==> config.mk <==
export PLATFORM = sky130hd
export DESIGN_NAME = jpr_front
export DESIGN_NICKNAME = d
export VERILOG_FILES = /design/src/logic/jpr_pkg.sv /design/src/logic/jpr_sync.sv /design/src/logic/jpr_reset_stretch.sv /design/src/logic/jpr_front.sv
export SDC_FILE = /design/constraint.sdc
export NUM_CORES = 1
export LEC_CHECK = 0
export BUFFER_PORTS_ARGS = -buffer_cell sky130_fd_sc_hd__buf_4
export CORE_MARGIN = 5
export CORE_UTILIZATION = 51
export CTS_CLUSTER_SIZE = 10
export DETAILED_ROUTE_END_ITERATION = 10
export PLACE_DENSITY = 0.78
export REMOVE_ABC_BUFFERS = 1
export SYNTH_ARGS = -nofsm -noshare
export SYNTH_HDL_FRONTEND = slang
export SYNTH_SLANG_ARGS = --single-unit
==> constraint.sdc <==
create_clock -name ref_clk -period 1.7 [get_ports ref_clk]
set_clock_uncertainty 0.15 [all_clocks]
set_input_delay 0.34 -clock ref_clk [delete_from_list [all_inputs] [get_ports ref_clk]]
set_output_delay 0.34 -clock ref_clk [all_outputs]
set_load 0.03 [all_outputs]
==> src/logic/jpr_pkg.sv <==
package jpr_pkg;

  //////////////////////////////////////////////////////////////////////////////
  // widths and codes
  localparam int          IR_W            = 4;        // instruction register width
  localparam int          IR_COUNT        = 16;       // codes the register can hold
  localparam logic [3:0]  IR_DEVICE_RESET = 4'hC;     // device_reset_instruction
  localparam logic [3:0]  IR_BYPASS       = 4'hF;     // loaded on test-logic-reset
  localparam logic [3:0]  IR_CAPTURE_PAT  = 4'h1;     // pattern captured in capture-ir
  localparam logic        RESET_DR_INIT   = 1'b0;     // reset data register after reset

  //////////////////////////////////////////////////////////////////////////////
  // timing
  localparam int          DISABLE_CLEAR_CLOCKS = 2;   // chip clocks of pin reset to clear
  localparam int          RESET_TIMEOUT_CYCLES = 64;  // default hold after reset release

  //////////////////////////////////////////////////////////////////////////////
  // test port controller states, binary codes written out
  typedef enum logic [3:0] {
    TAP_RESET      = 4'h0,
    TAP_IDLE       = 4'h1,
    TAP_SEL_DR     = 4'h2,
    TAP_CAPTURE_DR = 4'h3,
    TAP_SHIFT_DR   = 4'h4,
    TAP_EXIT1_DR   = 4'h5,
    TAP_PAUSE_DR   = 4'h6,
    TAP_EXIT2_DR   = 4'h7,
    TAP_UPDATE_DR  = 4'h8,
    TAP_SEL_IR     = 4'h9,
    TAP_CAPTURE_IR = 4'hA,
    TAP_SHIFT_IR   = 4'hB,
    TAP_EXIT1_IR   = 4'hC,
    TAP_PAUSE_IR   = 4'hD,
    TAP_EXIT2_IR   = 4'hE,
    TAP_UPDATE_IR  = 4'hF
  } jpr_tap_state_type;

  // raw test pins arriving from the programmer
  typedef struct packed {
    logic tck;
    logic tms;
    logic tdi;
  } jpr_pins_type;

  // serial output pin, three-state by enable
  typedef struct packed {
    logic tdo;
    logic tdo_oe;
  } jpr_tdo_type;

endpackage : jpr_pkg

==> src/logic/jpr_sync.sv <==
`timescale 1ns/1ps

module jpr_sync
  import jpr_pkg::*;
#(
  parameter int W = 1                  // number of independent levels
) (
  input  wire logic         ref_clk,
  input  wire logic         rstn,
  input  wire logic         clk_en,
  input  wire logic [W-1:0] async_in,
  output logic      [W-1:0] sync_out
);

  // elaboration check: an empty synchroniser cannot be built
  if (W < 1) begin : g_bad_w
    $error("jpr_sync: width must be at least one");
  end

  logic [W-1:0] meta_q;                // first stage, read only by the second
  logic [W-1:0] meta_d;
  logic [W-1:0] sync_q;                // second stage, safe to use
  logic [W-1:0] sync_d;

  //////////////////////////////////////////////////////////////////////////////
  // next values: frozen while the clock enable is low
  always_comb begin
    meta_d = clk_en ? async_in : meta_q;
    sync_d = clk_en ? meta_q   : sync_q;
  end

  // two flip-flops in series, only the clock-enable hold mux between them
  always_ff @(posedge ref_clk or negedge rstn) begin
    if (!rstn) begin
      meta_q <= '0;
      sync_q <= '0;
    end else begin
      meta_q <= meta_d;
      sync_q <= sync_d;
    end
  end

  assign sync_out = sync_q;

endmodule : jpr_sync

==> src/logic/jpr_reset_stretch.sv <==
`timescale 1ns/1ps

module jpr_reset_stretch
  import jpr_pkg::*;
#(
  parameter int TIMEOUT_CYCLES = RESET_TIMEOUT_CYCLES  // hold after request drops
) (
  input  wire logic ref_clk,
  input  wire logic rstn,
  input  wire logic clk_en,
  input  wire logic reset_req,         // level, high while reset is asked for
  output logic      reset_hold         // level, registered hold ORed with the unregistered request
);

  localparam int CW = $clog2(TIMEOUT_CYCLES + 1);
  localparam logic [CW-1:0] LAST = CW'(TIMEOUT_CYCLES);

  // elaboration check: a zero time-out leaves the counter without a last value
  if (TIMEOUT_CYCLES < 1) begin : g_bad_timeout
    $error("jpr_reset_stretch: time-out must be at least one cycle");
  end

  logic [CW-1:0] cnt_q;                // cycles since the request dropped
  logic [CW-1:0] cnt_d;
  logic          hold_q;               // device held in reset
  logic          hold_d;

  //////////////////////////////////////////////////////////////////////////////
  // time-out: any request restarts the count, release only at the end
  always_comb begin
    cnt_d  = cnt_q;
    hold_d = hold_q;
    if (clk_en) begin
      if (reset_req) begin
        cnt_d  = '0;
        hold_d = 1'b1;
      end else if (hold_q) begin
        if (cnt_q == LAST - CW'(1)) begin
          hold_d = 1'b0;
        end
        cnt_d = cnt_q + CW'(1);
      end else begin
        cnt_d = '0;
      end
    end
  end

  // comes out of power-up already in reset so the core starts clean
  always_ff @(posedge ref_clk or negedge rstn) begin
    if (!rstn) begin
      cnt_q  <= '0;
      hold_q <= 1'b1;
    end else begin
      cnt_q  <= cnt_d;
      hold_q <= hold_d;
    end
  end

  assign reset_hold = hold_q | reset_req;

endmodule : jpr_reset_stretch

==> src/logic/jpr_front.sv <==
// Operation
// programming needs only the four test pins
// port usable: fuse programmed, disable bit clear
// pin reset clears disable bit after two clocks
// programmer avoids reset trick for scan/debug
// all shift registers move lsb first
// four-bit instruction register selects data path
// run-test/idle yields internal clock pulses
// code C selects one-bit reset register
// reset instruction leaves test controller untouched
// device reset follows register, unlatched
// reset register shifts only in shift-dr
// programmer resets device before programming mode
// reset held for time-out after release
`timescale 1ns/1ps

module jpr_front
  import jpr_pkg::*;
#(
  parameter int TIMEOUT_CYCLES = RESET_TIMEOUT_CYCLES  // reset time-out in ref_clk cycles
) (
  input  wire logic              ref_clk,
  input  wire logic              rstn,
  input  wire logic              clk_en,
  input  jpr_pins_type           test_pins,
  input  wire logic              ext_reset_pin_n,
  input  wire logic              test_port_enable_fuse,
  input  wire logic              disable_bit_set,
  input  wire logic              disable_bit_clear,
  output jpr_tdo_type            tdo_out,
  output logic                   test_port_disable_bit,
  output logic                   test_port_active,
  output logic                   device_reset,
  output logic                   idle_clk_pulse,
  output logic [IR_W-1:0]        instr_out,
  output jpr_tap_state_type      tap_state
);

  localparam logic [1:0] DIS_LAST = 2'(DISABLE_CLEAR_CLOCKS - 1);

  // elaboration checks: code space and the two-bit clear counter
  if ((1 << IR_W) != IR_COUNT) begin : g_bad_ir_w
    $error("jpr_front: instruction width does not fit code space");
  end
  if (DISABLE_CLEAR_CLOCKS < 1 || DISABLE_CLEAR_CLOCKS > 4) begin : g_bad_clear
    $error("jpr_front: clear delay");
  end

  //////////////////////////////////////////////////////////////////////////////
  // pin synchronisers

  jpr_pins_type pins_s;                // test pins after two flip-flops
  logic         ext_reset_n_s;         // external reset after two flip-flops

  // tck, tms, tdi and the reset pin all come from outside this clock
  jpr_sync #(
    .W        (4)
  ) u_pin_sync (
    .ref_clk  (ref_clk),
    .rstn     (rstn),
    .clk_en   (clk_en),
    .async_in ({test_pins, ext_reset_pin_n}),
    .sync_out ({pins_s, ext_reset_n_s})
  );

  //////////////////////////////////////////////////////////////////////////////
  // tck edge finder

  logic tck_prev_q;                    // synced tck one cycle late
  logic tck_prev_d;
  logic tck_rise;                      // one-cycle pulse per rising tck
  logic tck_fall;                      // one-cycle pulse per falling tck

  // edges are seen on the synced copy only; tck must stay below ref_clk / 4
  always_comb begin
    tck_prev_d = clk_en ? pins_s.tck : tck_prev_q;
    tck_rise   = clk_en & pins_s.tck & ~tck_prev_q;
    tck_fall   = clk_en & ~pins_s.tck & tck_prev_q;
  end

  always_ff @(posedge ref_clk or negedge rstn) begin
    if (!rstn) begin
      tck_prev_q <= 1'b0;
    end else begin
      tck_prev_q <= tck_prev_d;
    end
  end

  //////////////////////////////////////////////////////////////////////////////
  // port-disable bit and its clearing by the external reset

  logic       dis_q;                   // port-disable control bit
  logic       dis_d;
  logic [1:0] dis_cnt_q;               // chip clocks seen with the pin reset low
  logic [1:0] dis_cnt_d;
  logic       port_ok;                 // test port may be used

  // the reset-driven clear wins: the core is in reset and cannot be writing
  always_comb begin
    dis_d     = dis_q;
    dis_cnt_d = dis_cnt_q;
    if (clk_en) begin
      if (!ext_reset_n_s && dis_q) begin
        if (dis_cnt_q == DIS_LAST) begin
          dis_d     = 1'b0;
          dis_cnt_d = '0;
        end else begin
          dis_cnt_d = dis_cnt_q + 2'd1;
        end
      end else begin
        dis_cnt_d = '0;
        if (disable_bit_set) begin
          dis_d = 1'b1;                // set beats a same-cycle clear
        end else if (disable_bit_clear) begin
          dis_d = 1'b0;
        end
      end
    end
    port_ok = test_port_enable_fuse & ~dis_q;
  end

  always_ff @(posedge ref_clk or negedge rstn) begin
    if (!rstn) begin
      dis_q     <= 1'b0;
      dis_cnt_q <= '0;
    end else begin
      dis_q     <= dis_d;
      dis_cnt_q <= dis_cnt_d;
    end
  end

  //////////////////////////////////////////////////////////////////////////////
  // test port controller state machine

  jpr_tap_state_type st_q;             // current controller state
  jpr_tap_state_type st_d;

  // walks the standard sixteen-state graph on each rising tck
  always_comb begin
    st_d = st_q;
    // a low clock enable freezes the forced reset as well
    if (clk_en && !port_ok) begin
      st_d = TAP_RESET;
    end else if (tck_rise) begin
      unique case (st_q)
        TAP_RESET:      st_d = pins_s.tms ? TAP_RESET     : TAP_IDLE;
        TAP_IDLE:       st_d = pins_s.tms ? TAP_SEL_DR    : TAP_IDLE;
        TAP_SEL_DR:     st_d = pins_s.tms ? TAP_SEL_IR    : TAP_CAPTURE_DR;
        TAP_CAPTURE_DR: st_d = pins_s.tms ? TAP_EXIT1_DR  : TAP_SHIFT_DR;
        TAP_SHIFT_DR:   st_d = pins_s.tms ? TAP_EXIT1_DR  : TAP_SHIFT_DR;
        TAP_EXIT1_DR:   st_d = pins_s.tms ? TAP_UPDATE_DR : TAP_PAUSE_DR;
        TAP_PAUSE_DR:   st_d = pins_s.tms ? TAP_EXIT2_DR  : TAP_PAUSE_DR;
        TAP_EXIT2_DR:   st_d = pins_s.tms ? TAP_UPDATE_DR : TAP_SHIFT_DR;
        TAP_UPDATE_DR:  st_d = pins_s.tms ? TAP_SEL_DR    : TAP_IDLE;
        TAP_SEL_IR:     st_d = pins_s.tms ? TAP_RESET     : TAP_CAPTURE_IR;
        TAP_CAPTURE_IR: st_d = pins_s.tms ? TAP_EXIT1_IR  : TAP_SHIFT_IR;
        TAP_SHIFT_IR:   st_d = pins_s.tms ? TAP_EXIT1_IR  : TAP_SHIFT_IR;
        TAP_EXIT1_IR:   st_d = pins_s.tms ? TAP_UPDATE_IR : TAP_PAUSE_IR;
        TAP_PAUSE_IR:   st_d = pins_s.tms ? TAP_EXIT2_IR  : TAP_PAUSE_IR;
        TAP_EXIT2_IR:   st_d = pins_s.tms ? TAP_UPDATE_IR : TAP_SHIFT_IR;
        TAP_UPDATE_IR:  st_d = pins_s.tms ? TAP_SEL_DR    : TAP_IDLE;
      endcase
    end
  end

  // only the chip reset and the port gate reach this; the reset register does not
  always_ff @(posedge ref_clk or negedge rstn) begin
    if (!rstn) begin
      st_q <= TAP_RESET;
    end else begin
      st_q <= st_d;
    end
  end

  //////////////////////////////////////////////////////////////////////////////
  // instruction and data registers

  logic [IR_W-1:0] ir_sh_q;            // instruction shift stage
  logic [IR_W-1:0] ir_sh_d;
  logic [IR_W-1:0] ir_q;               // active instruction
  logic [IR_W-1:0] ir_d;
  logic            rst_dr_q;           // one-bit reset data register
  logic            rst_dr_d;
  logic            byp_q;              // bypass bit for every other code
  logic            byp_d;
  logic            sel_reset;          // reset register is the data path

  // all but the bypass load in test-logic-reset moves on the rising tck; shifting is towards bit zero
  always_comb begin
    ir_sh_d   = ir_sh_q;
    ir_d      = ir_q;
    rst_dr_d  = rst_dr_q;
    byp_d     = byp_q;
    sel_reset = (ir_q == IR_DEVICE_RESET);
    if (clk_en && (st_q == TAP_RESET)) begin
      ir_d = IR_BYPASS;
    end
    if (tck_rise) begin
      unique case (st_q)
        TAP_CAPTURE_IR: ir_sh_d = IR_CAPTURE_PAT;
        TAP_SHIFT_IR:   ir_sh_d = {pins_s.tdi, ir_sh_q[IR_W-1:1]};
        TAP_UPDATE_IR:  ir_d    = ir_sh_q;
        TAP_CAPTURE_DR: byp_d   = 1'b0;
        TAP_SHIFT_DR: begin
          if (sel_reset) begin
            rst_dr_d = pins_s.tdi;
          end else begin
            byp_d = pins_s.tdi;
          end
        end
        default: ;                     // no register moves on a rising tck in the other states
      endcase
    end
  end

  // the reset register keeps its content across test-logic-reset so the core
  // stays held until the programmer shifts in a zero
  always_ff @(posedge ref_clk or negedge rstn) begin
    if (!rstn) begin
      ir_sh_q  <= '0;
      ir_q     <= IR_BYPASS;
      rst_dr_q <= RESET_DR_INIT;
      byp_q    <= 1'b0;
    end else begin
      ir_sh_q  <= ir_sh_d;
      ir_q     <= ir_d;
      rst_dr_q <= rst_dr_d;
      byp_q    <= byp_d;
    end
  end

  //////////////////////////////////////////////////////////////////////////////
  // serial output, launched on the falling tck

  jpr_tdo_type tdo_q;                  // registered pin value and enable
  jpr_tdo_type tdo_d;

  // bit zero of the selected path leaves first
  always_comb begin
    tdo_d = tdo_q;
    if (clk_en && !port_ok) begin
      tdo_d = '0;
    end else if (tck_fall) begin
      unique case (st_q)
        TAP_SHIFT_IR: tdo_d = '{tdo: ir_sh_q[0], tdo_oe: 1'b1};
        TAP_SHIFT_DR: tdo_d = '{tdo: sel_reset ? rst_dr_q : byp_q, tdo_oe: 1'b1};
        default:      tdo_d = '{tdo: tdo_q.tdo, tdo_oe: 1'b0};
      endcase
    end
  end

  always_ff @(posedge ref_clk or negedge rstn) begin
    if (!rstn) begin
      tdo_q <= '0;
    end else begin
      tdo_q <= tdo_d;
    end
  end

  //////////////////////////////////////////////////////////////////////////////
  // idle clock pulses

  logic idle_pulse_q;                  // one ref_clk pulse per tck in idle
  logic idle_pulse_d;

  // idle itself changes nothing else, so it stays a safe parking state
  always_comb begin
    idle_pulse_d = clk_en ? (tck_rise & (st_q == TAP_IDLE)) : idle_pulse_q;
  end

  always_ff @(posedge ref_clk or negedge rstn) begin
    if (!rstn) begin
      idle_pulse_q <= 1'b0;
    end else begin
      idle_pulse_q <= idle_pulse_d;
    end
  end

  //////////////////////////////////////////////////////////////////////////////
  // device reset: pin or register, then the time-out

  logic reset_req;                     // unlatched reset request

  // register content feeds straight through; no update stage in between
  assign reset_req = rst_dr_q | ~ext_reset_n_s;

  jpr_reset_stretch #(
    .TIMEOUT_CYCLES (TIMEOUT_CYCLES)
  ) u_reset_stretch (
    .ref_clk    (ref_clk),
    .rstn       (rstn),
    .clk_en     (clk_en),
    .reset_req  (reset_req),
    .reset_hold (device_reset)
  );

  //////////////////////////////////////////////////////////////////////////////
  // outputs; no reset or clock pin is needed to run the port

  assign tdo_out               = tdo_q;
  assign test_port_disable_bit = dis_q;
  assign test_port_active      = port_ok;
  assign idle_clk_pulse        = idle_pulse_q;
  assign instr_out             = ir_q;
  assign tap_state             = st_q;

endmodule : jpr_front

==> out/qor.csv <==
stage,metric,value,unit
status,status,finished with violations,
status,violations,setup timing,
clock_tree,cts.clk_slew.worst_paths,70,ps
floorplanning,start_util,52.1,%
synthesis,netlist_instances,193,
worst_hold_path,whs_path_depth,2,
synthesis,synth_seq_cells,37,
power,p_clk_share,29.6,%
critical_path,r2r_start,tap_state[3],
cells_and_area,drive_gt1_share,30.1,%
critical_path,regToRegSetupSlack,0,ps
power,p_sw,0.000518,W
global_routing,grt_pass1_vias,1410,
synthesis,ys.flop_type,dfrtp_1,
timing,tns,-9.98,ps
detailed_routing,vias,1539,
floorplanning,die_x,70.9,um
placed_design,io_buffers,23,
floorplanning,num_io_pins,24,
synthesis,synth_area_leader_cell,dfrtp_1,
synthesis,ys_seq_area_share,49.2,%
clock_tree,ctsRootBufferMaster,clkbuf_8,
critical_path,crit_path_end_kind,output port,
global_routing,met1_usage,22.2,%
detailed_routing,drtAntennaViolNets,0,
power,power.leakage,0.990,nW
power,comb_power_share,17.8,%
clock_tree,cts_max_level,2,
placed_design,place_congestion,0.789,
critical_path,critPathKind,reg -> out,
placed_design,postPlaceCellArea,2160,um^2
cells_and_area,nets,236,
worst_hold_path,holdCritStartpoint,test_pins[0],
floorplanning,die-area,5030,um^2
synthesis,synth_edf_count,0,
critical_path,cp_data_arrival_time,1220,ps
global_routing,antenna_found_initial,0,
synthesis,synth_cell_type_count,49,
synthesis,yosys_warnings,0,
timing,fin_ws,-7.93,ps
synthesis,avgSynthCellArea,9.81,um^2
global_routing,track_usage,16.2,%
power,intPower,0.00139,W
critical_path,cp.required,1210,ps
timing,hold_violations,0,
global_routing,use_met2,25.2,%
critical_path,path_max_fanout,4,
timing,finalCritPeriodShare,100,%
clock_tree,cts_tree,built,
floorplanning,row_count,22,
cells_and_area,n_antenna_cell,0,
cells_and_area,finish.utilization,63.9,%
detailed_routing,first_pass_iters,4,
placed_design,hpwl,2750,um
floorplanning,die_h,70.9,um
critical_path,r2r-end,rst_dr_q,
clock_tree,clockBufferDepth,2,
timing,setup_viol,2,
detailed_routing,wl_per_cell,14.5,um
critical_path,r2r_cells,4,
cells_and_area,area_growth,22.7,%
worst_hold_path,holdCritPathClass,in -> reg,
timing,max_freq,586,MHz
worst_hold_path,min_to,u_pin_sync.meta_q[1],
synthesis,synthTopCellsByArea,"dfrtp_1, dfstp_2, mux2_2, nand2_1, a21oi_1",
global_routing,grt_pass1_wl,6540,um
timing,rsz0062_at_grt,true,
clock_tree,insertion_delay,280,ps
timing,min_period,1710,ps
power,seqPwrFrac,52.6,%
clock_tree,numCtsBuffers,5,
global_routing,grtUsageMet3,3.41,%
synthesis,synth-async-reset-ratio,100,%
power,peakVddDrop,681,uV
detailed_routing,post_drt_via_cell_ratio,5.62,
global_routing,busiest_layer,met2,
power,sw_frac_of_total,27.2,%
cells_and_area,layout_commonest_cell,buf_4,
detailed_routing,route.detailed.drc,0,
run,cap_violations,0,
clock_tree,clock_sinks,37,
power,power_density,820,nW/um^2
cells_and_area,fin_area,2320,um^2
timing,slew_headroom,70.1,%
detailed_routing,drt_iter0_markers,92,
critical_path,critPathLaunchType,register,
cells_and_area,layout_common_cells,"buf_4, dfrtp_1, nand2_1, a21oi_1, o21ai_0",
timing,max_slew.worst_pin.slew,448,ps
synthesis,netlist.area_leader.share,42.3,%
global_routing,grt_max_degree,38,
detailed_routing,drt_wl_total,3970,um
timing,drv_slew,0,
global_routing,overflow,0,
floorplanning,coreArea,3630,um^2
synthesis,syn_area,1890,um^2
metrics by stage:
stage / hold WS (ps) / worst slack, ps / power (W) / std cells
2_1_floorplan: -106 / -289 / 0.00120 / 182
3_3_place_gp: 169 / 43.6 / 0.00132 / 262
3_5_place_dp: 173 / 15.7 / 0.00133 / 262
4_1_cts: 134 / 0.124 / 0.00190 / 273
5_1_grt: 131 / -57.3 / 0.00201 / 274
6_report: 140 / -7.93 / 0.00190 / 274
metal layers:
layer  vias up  wire length [um]  share of wire, %
met5         -                 0                 0
li1        761                 -                 -
met2        31              1950                49
met3         9               121               3.0
met4         0                73               1.8
met1       738              1820                46
cell families after synthesis:
| family | after synthesis | synth area share [%] |
|---|---|---|
| and+or+nand+nor | 69 | 19.9 |
| buffers and inverters | 18 | 4.03 |
| adders and majority gates | 1 | 0.661 |
| muxes | 11 | 6.74 |
| xor gates and xnor gates | 2 | 0.925 |
| AOI/OAI and AO/OA | 55 | 18.5 |
| DFF | 37 | 49.2 |
layout make-up:
type	count	area, um^2
Timing Repair Buffer	36	289
Inverter	7	26.3
Sequential cell	37	932
Clock buffer	8	80.1
Fill cell	312	1310
Multi-Input combinational cell	138	935
Tap cell	48	60.1
timing repair:
| item | CTS | global route |
|---|---|---|
| hold buffers | 1 | 0 |
| resized for setup | 2 | 10 |
| setup buffers | 2 | 1 |
| hold endpoints to repair | 32 | 0 |
| pin swaps | 1 | 1 |
| endpoints found under the setup margin | 1 | 4 |
flip-flops by register name, indices dropped and copies added (netlist names):
signal	count
rst_dr_q	1
instr_out	4
tck_prev_q	1
dis_cnt_q	2
u_reset_stretch.hold_q	1
tap_state	4
tdo_out	2
byp_q	1
ir_sh_q	4
u_reset_stretch.cnt_q	7
test_port_disable_bit	1
u_pin_sync.meta_q	4
u_pin_sync.sync_out	4
idle_clk_pulse	1
power groups by stage:
stage	logic (W)	registers (W)	clock network [W]
6_report	0.000338	0.00100	0.000564
4_1_cts	0.000322	0.00100	0.000582
2_1_floorplan	0.000166	0.00103	0
5_1_grt	0.000372	0.00101	0.000628
3_5_place_dp	0.000314	0.00102	0
3_3_place_gp	0.000307	0.00101	0
Yosys cell counts, types with 2 or more instances:
| cell | n |
|---|---|
| a21oi_1 | 13 |
| a22o_1 | 3 |
| a22oi_1 | 2 |
| a32o_1 | 3 |
| and2_0 | 2 |
| and3_1 | 3 |
| and3b_1 | 2 |
| buf_1 | 2 |
| clkbuf_1 | 7 |
| dfrtp_1 | 32 |
| dfstp_2 | 5 |
| inv_1 | 7 |
| mux2_2 | 10 |
| nand2_1 | 24 |
| nand3_1 | 3 |
| nand3b_1 | 3 |
| nand4_1 | 2 |
| nor2_1 | 11 |
| nor2b_1 | 4 |
| nor3_1 | 2 |
| nor3b_1 | 2 |
| nor4b_1 | 2 |
| o21a_1 | 2 |
| o21ai_0 | 13 |
| o21ai_1 | 6 |
| o31ai_1 | 5 |
how the worst max path moves through the flow:
stage / start / endpoint / slack, ps / depth (start not counted)
3_5_place_dp: tap_state[3] / rst_dr_q / 20 / 4
4_1_cts: u_pin_sync.sync_out[0] / device_reset / 0.1 / 3
5_1_grt: tap_state[3] / tdo_out[1] / -60 / 3
3_3_place_gp: tap_state[3] / rst_dr_q / 40 / 4
6_report: u_reset_stretch.hold_q / device_reset / -8 / 2
2_1_floorplan: tap_state[3] / rst_dr_q / -290 / 4
worst max-delay path: stages (launching register included):
cell and delay (ps):
dfstp_2 390, or3_4 390, buf_6 150
No activity file was read; power rests on OpenSTA's default activity.
